==> src/logic/irq_ctrl_pkg.sv <==
// register map, field positions and reset values of the interrupt controller
package irq_ctrl_pkg;
    localparam logic [11:0] OFS_BASIC_PEND  = 12'h200;
    localparam logic [11:0] OFS_PEND_LOW    = 12'h204;
    localparam logic [11:0] OFS_PEND_HIGH   = 12'h208;
    localparam logic [11:0] OFS_FAST_SEL    = 12'h20c;
    localparam logic [11:0] OFS_EN_SET_LOW  = 12'h210;
    localparam logic [11:0] OFS_EN_SET_HIGH = 12'h214;
    localparam logic [11:0] OFS_EN_SET_BAS  = 12'h218;
    localparam logic [11:0] OFS_EN_CLR_LOW  = 12'h21c;
    localparam logic [11:0] OFS_EN_CLR_HIGH = 12'h220;
    localparam logic [11:0] OFS_EN_CLR_BAS  = 12'h224;
    localparam logic [11:0] OFS_CONTROL1    = 12'h228;
    localparam int          ADDR_W          = 12;
    localparam int          FAST_EN_BIT     = 7;
    localparam int          HALT_ROUTE_BIT  = 10;
    localparam int          SUM_LOW_BIT     = 8;
    localparam int          SUM_HIGH_BIT    = 9;
    localparam logic [6:0]  FAST_SEL_LOCAL  = 7'h40;
    localparam logic [6:0]  FAST_SEL_LAST   = 7'h47;
    localparam logic [31:0] DIRECT_MASK_LOW  = 32'h000c_0680;
    localparam logic [31:0] DIRECT_MASK_HIGH = 32'h43e0_0000;
    localparam logic [31:0] RESET_VALUE     = 32'h0000_0000;
    localparam logic [1:0]  RESP_OKAY       = 2'b00;
    localparam logic [1:0]  RESP_SLVERR     = 2'b10;
    localparam int          LOC_HALT0       = 4;
    localparam int          LOC_HALT1       = 5;
endpackage : irq_ctrl_pkg

==> src/logic/irq_pending_enable_fiq_ctrl.sv <==
// interrupt controller: pending words, enable set/clear, fast interrupt routing
// Operation
// - sources 0..31 pending readable at 0x204
// - bit 8 summarises non-direct low sources
// - sources 32..63 pending readable at 0x208
// - bit 9 summarises non-direct high sources
// - fast select bits 6:0, enable bit 7
// - fast output off while enable clear
// - select 0..63 picks graphics source
// - select 64..71 picks local sources
// - low set word sets enables 0..31
// - high set word sets enables 32..63
// - pending visible only when enabled
// - basic set word sets local enables
// - local enable bit order fixed
// - local pending visible only when enabled
// - low clear word clears enables 0..31
// - high clear word clears enables 32..63
// - basic clear word clears local enables
// - basic pending word layout
// - control bit 10 routes halt1 into halt0
`timescale 1ns/100ps
module irq_pending_enable_fiq_ctrl
    import irq_ctrl_pkg::*;
(
    input  wire logic        sys_clk_i,
    input  wire logic        rst_b_i,
    input  wire logic [63:0] gpu_irq_i,
    input  wire logic [7:0]  local_irq_i,
    input  wire logic [11:0] s_axi_awaddr_i,
    input  wire logic        s_axi_awvalid_i,
    output logic             s_axi_awready_o,
    input  wire logic [31:0] s_axi_wdata_i,
    input  wire logic [3:0]  s_axi_wstrb_i,
    input  wire logic        s_axi_wvalid_i,
    output logic             s_axi_wready_o,
    output logic [1:0]       s_axi_bresp_o,
    output logic             s_axi_bvalid_o,
    input  wire logic        s_axi_bready_i,
    input  wire logic [11:0] s_axi_araddr_i,
    input  wire logic        s_axi_arvalid_i,
    output logic             s_axi_arready_o,
    output logic [31:0]      s_axi_rdata_o,
    output logic [1:0]       s_axi_rresp_o,
    output logic             s_axi_rvalid_o,
    input  wire logic        s_axi_rready_i,
    output logic             irq_o,
    output logic             fiq_o
);

    // ************************************************************
    // write channel capture
    // ************************************************************
    logic [11:0] aw_addr;
    logic        aw_held;
    logic [31:0] w_data;
    logic [3:0]  w_strb;
    logic        w_held;
    logic        wr_fire;
    logic [31:0] wr_mask;

    assign s_axi_awready_o = !aw_held && !s_axi_bvalid_o;
    assign s_axi_wready_o  = !w_held && !s_axi_bvalid_o;
    assign wr_fire         = aw_held && w_held;

    // address and data may arrive in either order; each is parked until both are here
    always_ff @(posedge sys_clk_i) begin
        if (!rst_b_i) begin
            aw_held <= 1'b0;
            w_held  <= 1'b0;
            aw_addr <= '0;
            w_data  <= RESET_VALUE;
            w_strb  <= '0;
        end else if (wr_fire) begin
            aw_held <= 1'b0;
            w_held  <= 1'b0;
        end else begin
            if (s_axi_awvalid_i && s_axi_awready_o) begin
                aw_held <= 1'b1;
                aw_addr <= s_axi_awaddr_i;
            end
            if (s_axi_wvalid_i && s_axi_wready_o) begin
                w_held <= 1'b1;
                w_data <= s_axi_wdata_i;
                w_strb <= s_axi_wstrb_i;
            end
        end
    end

    // byte enables gate which written ones take effect
    always_comb begin
        for (int b = 0; b < 4; b++) begin
            wr_mask[8*b +: 8] = w_data[8*b +: 8] & {8{w_strb[b]}};
        end
    end

    // ************************************************************
    // write response
    // ************************************************************
    logic wr_hit;

    always_comb begin
        unique case (aw_addr)
            OFS_FAST_SEL, OFS_EN_SET_LOW, OFS_EN_SET_HIGH, OFS_EN_SET_BAS,
            OFS_EN_CLR_LOW, OFS_EN_CLR_HIGH, OFS_EN_CLR_BAS, OFS_CONTROL1: wr_hit = 1'b1;
            default: wr_hit = 1'b0;
        endcase
    end

    // read-only and unmapped words answer slverr; writes to them change nothing
    always_ff @(posedge sys_clk_i) begin
        if (!rst_b_i) begin
            s_axi_bvalid_o <= 1'b0;
            s_axi_bresp_o  <= RESP_OKAY;
        end else if (wr_fire) begin
            s_axi_bvalid_o <= 1'b1;
            s_axi_bresp_o  <= wr_hit ? RESP_OKAY : RESP_SLVERR;
        end else if (s_axi_bready_i) begin
            s_axi_bvalid_o <= 1'b0;
        end
    end

    // ************************************************************
    // enable bits and control registers
    // ************************************************************
    logic [63:0] gpu_enable;
    logic [7:0]  local_enable;
    logic [7:0]  fast_sel;
    logic        halt_route;

    // one write touches one word, so set and clear never collide in a cycle
    always_ff @(posedge sys_clk_i) begin
        if (!rst_b_i) begin
            gpu_enable <= '0;
        end else if (wr_fire) begin
            if (aw_addr == OFS_EN_SET_LOW)  gpu_enable[31:0]  <= gpu_enable[31:0] | wr_mask;
            if (aw_addr == OFS_EN_SET_HIGH) gpu_enable[63:32] <= gpu_enable[63:32] | wr_mask;
            if (aw_addr == OFS_EN_CLR_LOW)  gpu_enable[31:0]  <= gpu_enable[31:0] & ~wr_mask;
            if (aw_addr == OFS_EN_CLR_HIGH) gpu_enable[63:32] <= gpu_enable[63:32] & ~wr_mask;
        end
    end

    // local enable bit n gates local source n: timer..access error type 0
    always_ff @(posedge sys_clk_i) begin
        if (!rst_b_i) begin
            local_enable <= '0;
        end else if (wr_fire) begin
            if (aw_addr == OFS_EN_SET_BAS) local_enable <= local_enable | wr_mask[7:0];
            if (aw_addr == OFS_EN_CLR_BAS) local_enable <= local_enable & ~wr_mask[7:0];
        end
    end

    // fast select and the halt routing control
    always_ff @(posedge sys_clk_i) begin
        if (!rst_b_i) begin
            fast_sel   <= '0;
            halt_route <= 1'b0;
        end else if (wr_fire) begin
            if (aw_addr == OFS_FAST_SEL && w_strb[0]) fast_sel <= w_data[7:0];
            if (aw_addr == OFS_CONTROL1 && w_strb[1]) halt_route <= w_data[HALT_ROUTE_BIT];
        end
    end

    // ************************************************************
    // pending words
    // ************************************************************
    logic [7:0]  local_raw;
    logic [63:0] gpu_vis;
    logic [7:0]  local_vis;
    logic [31:0] basic_word;

    // halt1 also shows on the halt0 position when routing is on
    always_comb begin
        local_raw            = local_irq_i;
        local_raw[LOC_HALT0] = local_irq_i[LOC_HALT0] | (halt_route & local_irq_i[LOC_HALT1]);
    end

    assign gpu_vis   = gpu_irq_i & gpu_enable;
    assign local_vis = local_raw & local_enable;

    // direct copies make the summaries redundant for those sources
    always_comb begin
        basic_word               = '0;
        basic_word[7:0]          = local_vis;
        basic_word[SUM_LOW_BIT]  = |(gpu_vis[31:0] & ~DIRECT_MASK_LOW);
        basic_word[SUM_HIGH_BIT] = |(gpu_vis[63:32] & ~DIRECT_MASK_HIGH);
        basic_word[20:10] = {gpu_vis[62], gpu_vis[57:53], gpu_vis[19:18],
                             gpu_vis[10:9], gpu_vis[7]};
    end

    // level output, no latching inside the block
    assign irq_o = |gpu_vis || |local_vis;

    // ************************************************************
    // fast interrupt routing
    // ************************************************************
    logic fast_src;

    // reserved selects 72..127 give no source at all
    always_comb begin
        if (fast_sel[6] == 1'b0)
            fast_src = gpu_irq_i[fast_sel[5:0]];
        else if (fast_sel[6:0] <= FAST_SEL_LAST)
            fast_src = local_raw[fast_sel[2:0]];
        else
            fast_src = 1'b0;
    end

    assign fiq_o = fast_sel[FAST_EN_BIT] & fast_src;

    // ************************************************************
    // read channel
    // ************************************************************
    logic [31:0] rd_word;
    logic [1:0]  rd_resp;

    always_comb begin
        rd_resp = RESP_OKAY;
        unique case (s_axi_araddr_i)
            OFS_BASIC_PEND: rd_word = basic_word;
            OFS_PEND_LOW:   rd_word = gpu_vis[31:0];
            OFS_PEND_HIGH:  rd_word = gpu_vis[63:32];
            OFS_FAST_SEL:   rd_word = {24'h00_0000, fast_sel};
            OFS_CONTROL1:   rd_word = {21'h00_0000, halt_route, 10'h000};
            OFS_EN_SET_LOW, OFS_EN_SET_HIGH, OFS_EN_SET_BAS,
            OFS_EN_CLR_LOW, OFS_EN_CLR_HIGH, OFS_EN_CLR_BAS: rd_word = RESET_VALUE;
            default: begin
                rd_word = RESET_VALUE;
                rd_resp = RESP_SLVERR;
            end
        endcase
    end

    assign s_axi_arready_o = !s_axi_rvalid_o;

    // data registered at the address handshake, held until rready
    always_ff @(posedge sys_clk_i) begin
        if (!rst_b_i) begin
            s_axi_rvalid_o <= 1'b0;
            s_axi_rdata_o  <= RESET_VALUE;
            s_axi_rresp_o  <= RESP_OKAY;
        end else if (s_axi_arvalid_i && s_axi_arready_o) begin
            s_axi_rvalid_o <= 1'b1;
            s_axi_rdata_o  <= rd_word;
            s_axi_rresp_o  <= rd_resp;
        end else if (s_axi_rready_i) begin
            s_axi_rvalid_o <= 1'b0;
        end
    end

    // ************************************************************
    // checks
    // ************************************************************
    property p_fast_off;
        @(posedge sys_clk_i) disable iff (!rst_b_i)
        !fast_sel[FAST_EN_BIT] |-> !fiq_o;
    endproperty
    a_fast_off: assert property (p_fast_off) else $error("fast out while disabled");

    property p_fast_gpu;
        @(posedge sys_clk_i) disable iff (!rst_b_i)
        (fast_sel[FAST_EN_BIT] && !fast_sel[6]) |-> fiq_o == gpu_irq_i[fast_sel[5:0]];
    endproperty
    a_fast_gpu: assert property (p_fast_gpu) else $error("fast gpu route wrong");

    property p_fast_timer;
        @(posedge sys_clk_i) disable iff (!rst_b_i)
        (fast_sel == 8'hc0) |-> fiq_o == local_irq_i[0];
    endproperty
    a_fast_timer: assert property (p_fast_timer) else $error("fast timer route wrong");

    property p_set_low;
        @(posedge sys_clk_i) disable iff (!rst_b_i)
        (wr_fire && aw_addr == OFS_EN_SET_LOW) |=> ((gpu_enable[31:0] & $past(wr_mask))
            == $past(wr_mask)) && ((gpu_enable[31:0] & ~$past(wr_mask))
            == (32'($past(gpu_enable)) & ~$past(wr_mask)));
    endproperty
    a_set_low: assert property (p_set_low) else $error("low set wrong");

    property p_clr_high;
        @(posedge sys_clk_i) disable iff (!rst_b_i)
        (wr_fire && aw_addr == OFS_EN_CLR_HIGH) |=> (gpu_enable[63:32] & $past(wr_mask)) == 0;
    endproperty
    a_clr_high: assert property (p_clr_high) else $error("high clear wrong");

    property p_set_high;
        @(posedge sys_clk_i) disable iff (!rst_b_i)
        (wr_fire && aw_addr == OFS_EN_SET_HIGH) |=> (gpu_enable[63:32] & $past(wr_mask)) == $past(wr_mask);
    endproperty
    a_set_high: assert property (p_set_high) else $error("high set wrong");

    property p_clr_low;
        @(posedge sys_clk_i) disable iff (!rst_b_i)
        (wr_fire && aw_addr == OFS_EN_CLR_LOW) |=> (gpu_enable[31:0] & $past(wr_mask)) == 32'h0;
    endproperty
    a_clr_low: assert property (p_clr_low) else $error("low clear wrong");

    // only the low byte of the written word reaches the eight local enables
    property p_local_set;
        @(posedge sys_clk_i) disable iff (!rst_b_i)
        (wr_fire && aw_addr == OFS_EN_SET_BAS) |=> (local_enable & 8'($past(wr_mask))) == 8'($past(wr_mask));
    endproperty
    a_local_set: assert property (p_local_set) else $error("local set wrong");

    property p_local_clr;
        @(posedge sys_clk_i) disable iff (!rst_b_i)
        (wr_fire && aw_addr == OFS_EN_CLR_BAS && wr_mask[0]) |=> !basic_word[0];
    endproperty
    a_local_clr: assert property (p_local_clr) else $error("timer still visible");

    property p_hidden;
        @(posedge sys_clk_i) disable iff (!rst_b_i)
        (gpu_enable == 64'h0 && local_enable == 8'h00) |-> !irq_o && basic_word == 0;
    endproperty
    a_hidden: assert property (p_hidden) else $error("disabled source visible");

    property p_summary_low;
        @(posedge sys_clk_i) disable iff (!rst_b_i)
        (gpu_vis[31:0] == DIRECT_MASK_LOW) |-> !basic_word[SUM_LOW_BIT] && basic_word[14:10] == 5'h1f;
    endproperty
    a_summary_low: assert property (p_summary_low) else $error("low summary wrong");

    property p_summary_high;
        @(posedge sys_clk_i) disable iff (!rst_b_i)
        (gpu_vis[63:32] == DIRECT_MASK_HIGH) |-> !basic_word[SUM_HIGH_BIT] && basic_word[20:15] == 6'h3f;
    endproperty
    a_summary_high: assert property (p_summary_high) else $error("high summary wrong");

    property p_halt_route;
        @(posedge sys_clk_i) disable iff (!rst_b_i)
        (halt_route && local_enable[LOC_HALT0] && local_irq_i[LOC_HALT1]) |-> basic_word[4];
    endproperty
    a_halt_route: assert property (p_halt_route) else $error("halt route missing");

    property p_read_answer;
        @(posedge sys_clk_i) disable iff (!rst_b_i)
        (s_axi_arvalid_i && s_axi_arready_o) |=> s_axi_rvalid_o;
    endproperty
    a_read_answer: assert property (p_read_answer) else $error("read not answered");

    c_fast_on: cover property (@(posedge sys_clk_i) disable iff (!rst_b_i) fiq_o);
    c_irq_on:  cover property (@(posedge sys_clk_i) disable iff (!rst_b_i) irq_o);
    c_write:   cover property (@(posedge sys_clk_i) disable iff (!rst_b_i) wr_fire && wr_hit);
    c_sum:     cover property (@(posedge sys_clk_i) disable iff (!rst_b_i) basic_word[9]);

endmodule : irq_pending_enable_fiq_ctrl

==> config.mk <==
export PLATFORM = sky130hd
export DESIGN_NAME = irq_pending_enable_fiq_ctrl
export DESIGN_NICKNAME = d
export VERILOG_FILES = /design/src/logic/irq_ctrl_pkg.sv /design/src/logic/irq_pending_enable_fiq_ctrl.sv
export SDC_FILE = /design/constraint.sdc
export NUM_CORES = 1
export LEC_CHECK = 0
export ABC_AREA = 1
export BUFFER_PORTS_ARGS = -buffer_cell sky130_fd_sc_hd__clkbuf_2
export CAP_MARGIN = 40
export CORE_UTILIZATION = 45
export DETAILED_ROUTE_END_ITERATION = 7
export PLACE_DENSITY = 0.68
export REMOVE_ABC_BUFFERS = 1
export SLEW_MARGIN = 20
export SYNTH_ARGS = -nofsm -noshare
export SYNTH_HDL_FRONTEND = slang
export SYNTH_SLANG_ARGS = --single-unit
==> constraint.sdc <==
create_clock -name sys_clk_i -period 1.95 [get_ports sys_clk_i]
set_input_delay 0.39 -clock sys_clk_i [delete_from_list [all_inputs] [get_ports sys_clk_i]]
set_output_delay 0.39 -clock sys_clk_i [all_outputs]
set_load 0.05 [all_outputs]
Yosys cells after proc, flatten, opt, wreduce, memory -nomap -nowiden --
Cells that the tools add are included.
Storage, ports and cells: register bits after elaboration 169, latch bits 0, RAM bits 0, memory bits (read-only) 0, input port bits 139, output and inout port bits 43, logic and storage cells 108, memories 0
Operators by class: add/sub/neg operators 0, multiply operators 0, divide/modulo/power cells 0, order comparisons 3, equal/unequal tests 19, shifts and indexed selects 0, mux-type cells 20, bitwise gates (word level) 19, reduce and logical (&&, ||, !) cells 32
Operator list (number):
- == test 12 x 10 -> 1 bit, second input constant | 19
- case mux 32 bit (5 select lines) | 1
- 2-to-1 mux 32 bit | 4
- bitwise AND 32 bit | 2
- bitwise AND 64 bit | 1
- OR 32 bit | 2
- OR reduction 64 bit | 1
- bitwise AND 8 bit | 6
- inverter 32 bit | 1
- OR reduction 27 bit | 1
- OR reduction 26 bit | 1
- 2-to-1 mux 8 bit | 2
- OR reduction 8 bit | 2
- AND reduction 2 bit | 7
- OR reduction 11 bit | 1
- nonzero test 2 bit | 5
- 2-to-1 mux 1 bit | 9
- logical AND 1 bit | 8
- inverter 8 bit | 1
- OR 8 bit | 1
- <= comparator 7 bit, second input constant | 1
- less-than comparator 6 x 7 -> 1 bit, second input constant | 1
- binary-select mux 1 bit (select 6 bit) | 1
- logical NOT 1 bit | 4
- other kinds (8) | 11

Longest topological paths before layout --
depth after elaboration 7, mapped depth 14, mapped depth without buffers 13

Least setup slack after synthesis --
No wires, ideal clock.
kind register to output, start point register fast_sel[0], end point output fiq_o, data arrival time 1.973 ns, data required time 1.560 ns, slack -0.413 ns, stages on the path, launching flop included 13, path buffers 1, cell sequence dfxtp_1 > inv_2 > clkbuf_1 > nand2_1 > nand3_1 > nand3_1 > nand2_1 > nand2_1 > nand3_1 > nand3_1 > nand2_1 > nand2_1 > a21oi_1
Between the ends: cells in the longest elaborated chain, start to end 5, elaborated cells between the ends (all ways) 8, classes of those cells 1 x order compare; 6 x mux; 1 x bitwise
RTL lines:
- from (decl) | line irq_pending_enable_fiq_ctrl.sv:128 | logic [7:0] fast_sel;
- from (signal assigned) | line irq_pending_enable_fiq_ctrl.sv:159 | if (aw_addr == OFS_FAST_SEL && w_strb[0]) fast_sel <= w_data[7:0];
- parallel branches: the longest is 3 deep, another holds binary-select mux 1 bit (select 6 bit)
- 2-to-1 mux 1 bit * | line irq_pending_enable_fiq_ctrl.sv:201 | if (fast_sel[6] == 1'b0)
- bitwise AND 1 bit * | line irq_pending_enable_fiq_ctrl.sv:209 | assign fiq_o = fast_sel[FAST_EN_BIT] & fast_src;
- to (decl) | line irq_pending_enable_fiq_ctrl.sv:48 | output logic fiq_o
Mark *: on every way between the ends. The select of a mux whose other input is x is not followed.

Final worst setup path --
Same ends and word-level chain as after synthesis.

==> summary.md <==
| Metric | Value |
|---|---|
| Status | `finished, violations left` |
| Failing checks | `DRC, setup timing` |
| Gr ovfl total | `0` |
| Clock Skew | `10.5 ps` |
| Die H | `140 um` |
| Final HPWL DP | `21.2 mm` |
| Primary FF master, synth | `dfxtp_1` |
| Syn Area/Cell | `7.23 um2` |
| Vias | `just over 9k` |
| Crit path DAT | `2060 ps` |
| Count of final max-slew check failures | `0` |
| Initial antenna violation count | `1` |
| RSZ-0062 raised after global routing | `yes` |
| Root buf cell | `clkbuf_16` |
| First-pass GRT wire length | `45.0 mm` |
| Largest area contributor in the netlist | `dfxtp_1` |
| Routed len/inst | `17.5 um` |
| Max Root-Sink Buffers | `2` |
| Mapped Area | `about 8600 um2` |
| Maxcap violations | `0` |
| Pleak | `between 4 and 5 nW` |
| Die width | `140 um` |
| Launch point of the worst path | `fast_sel[0]` |
| DRT Pass-1 Iters | `7` |
| TritonCTS buffer count | `17` |
| Post-synth EDFFs | `0` |
| Netlist cell types | `46` |
| Port Buffer Count | `between 150 and 200` |
| PD cells | `723 nW/um2` |
| # hold bufs at CTS | `0` |
| IO Count | `about 180` |
| Reg-to-reg slack, setup | `about 190 ps` |
| Peak supply drop | `0.603 mV` |
| Ys async rst share | `0%` |
| Cells after DPL | `1,617` |
| Fin worst setup slack | `-497 ps` |
| Finished Cell Area | `11,000 um2` |
| Reg2reg start | `aw_addr[0]` |
| Fraction of layout instances using a drive strength above 1 | `just under 30%` |
| Ant diodes | `0` |
| Gpl congestion | `about 1` |
| Mapped Cells | `1,188` |
| Worst hold path startpoint | `s_axi_bready_i` |
| Crit path cell chain | `inv_6 > clkbuf_16 > nand2_1 > a21oi_1 > o311ai_0 > a21oi_4 > buf_8` |
| Final ANT Viol Nets | `0` |
| Total of flip-flops plus latches after synthesis | `around 170` |
| CTS tree | `built` |
| Worst hold path type | `input pin to register` |
| Fin crit period | `2450 ps` |
| Synth top area share | `38.9%` |
| Clock latency on the worst-skew pair | `440 ps` |
| Routed WL | `between 20 and 30 mm` |
| CP top delay family | `compound AO/OA/AOI/OAI gates` |
| Area Growth Syn to Fin | `28.0%` |
| H-Tree Depth | `4` |
| Post-Place Cell Area | `a little over 10,000 um2` |
| Critical Path Sink Type | `primary output` |
| Full die area | `about 20,000 um2` |
| Critical path class | `register to primary output` |
| Fmax | `0.409 GHz` |
| Startpoint types | `register` |
| Initial Util | `45.9%` |
| Vias per inst | `5.50` |
| Sink Count | `around 170` |
| Vias in the first global route | `8,382` |
| Final #Nets | `roughly 1.5k` |
| Crit Path Max Fanout | `10` |
| Worst-margin pin slew | `598 ps` |
| Pin count of the biggest net entering global routing | `86` |
| Largest stage delay on the critical path | `560 ps` |
| Setup violators final | `2` |
| Worst Path Required | `approximately 1600 ps` |
| Final hold violation count | `0` |
| Overall routing resource usage | `between 20% and 30%` |
| First DRT Iteration DRCs | `approximately 800` |
| Sequential fraction of the synthesis area | `about two fifths` |
| Buffer and inverter count on the worst path | `3` |
| # rows | `50` |
| Slew HR | `59.6%` |
| Largest cells by area after synthesis | `dfxtp_1 39%, nand2_1 14%, nor2_1 6.3%` |
| Ys Warns | `0` |
| Drc violations | `1` |
| CTS clk-pin slew, worst paths | `~70 ps` |
| Core ar. | `18,700 um2` |
| Post-route insts no fill | `about 1.7k` |
| Highest-delay cell along the critical path | `o311ai_0` |
| Final period util | `125%` |
## placed cells by master, fill, tap and decap left out, drive strengths merged, types with 18 or more instances in the layout
cell type,synthesis,layout
a21oi,86,86
buf,29,88
clkbuf,39,196
dfxtp,167,167
inv,36,40
nand2,315,315
nand3,90,90
nand4,18,18
nor2,200,200
o211a,32,32
o21ai,101,101
## final timing paths
kind	endpoint	cells past startpoint
worst min register to register	s_axi_rdata_o[21]	2
worst max-delay path	fiq_o	7
worst max register to register	register	8
worst min-delay path	s_axi_bvalid_o	4
## synth_stat cells, drive strengths merged (8+ instances only)
library cell    n
a211oi          9
a21oi          86
buf            29
clkbuf         39
dfxtp         167
inv            36
nand2         315
nand3          90
nand4          18
nor2          200
nor3           13
o211a          32
o21ai         101
o221ai          8
o22ai          14
## worst reg2reg max path, cell delays in order, from the launching register on
cell     delay (ps)
dfxtp_1         330
nor2_4          150
nand3_1         220
o22ai_4         270
nand2_4          70
buf_12          230
nor2_1          170
o21ai_0         100
a21oi_1         160
## metal layers
| metal | up-vias | global-route usage (%) | wire [um] |
|---|---|---|---|
| met4 | 0 | 11.7 | 855 |
| met5 | - | 0 | 0 |
| met3 | 65 | 6.70 | 2670 |
| met1 | 4119 | 39.5 | 12400 |
| met2 | 451 | 46.7 | 12900 |
| li1 | 4452 | - | - |
## power breakdown
group | switching (mW) | internal (mW) | total (mW)
combinational | 0.528 | 0.273 | 0.801
clock | 1.48 | 2.07 | 3.55
sequential | 0.0879 | 3.52 | 3.61
total | 2.09 | 5.86 | 7.96
## through the flow
stage	util [%]	power (mW)	hold WS (ps)	TNS, ps	setup slack, ps
5_1_grt	58.8	8.22	188	-1070	-645
6_report	58.8	7.96	193	-866	-497
2_1_floorplan	-	4.07	444	-60560	-961
3_5_place_dp	54.7	4.48	457	-456	-243
4_1_cts	58.5	7.99	186	-866	-543
3_3_place_gp	54.7	4.47	454	-448	-255
## kinds of logic (layout without fill, tap and decap cells)
| group | count (synthesis) | in the layout | share of synthesized area (%) |
|---|---|---|---|
| buf+inv | 109 | 338 | 5.88 |
| simple gates | 646 | 646 | 35.0 |
| flops | 167 | 167 | 38.9 |
| other cells | 1 | 2 | 0.0436 |
| compound gates | 265 | 265 | 20.2 |
## layout make-up
type                    count  area (um2)
multi-input cells         913        4820
repair buffers            265        1760
flip-flops and latches    167        3350
clock buffers              19         443
well taps                 234         293
clock inverters            13         170
fillers                  1774        7700
inverters                  41         159
## what timing repair did
item,CTS,global route
pin swaps,4,5
resized for setup,24,11
cloned,1,1
setup endpoints to repair,2,2
buffers inserted,0,1
No activity file was read; power rests on OpenSTA's default activity.
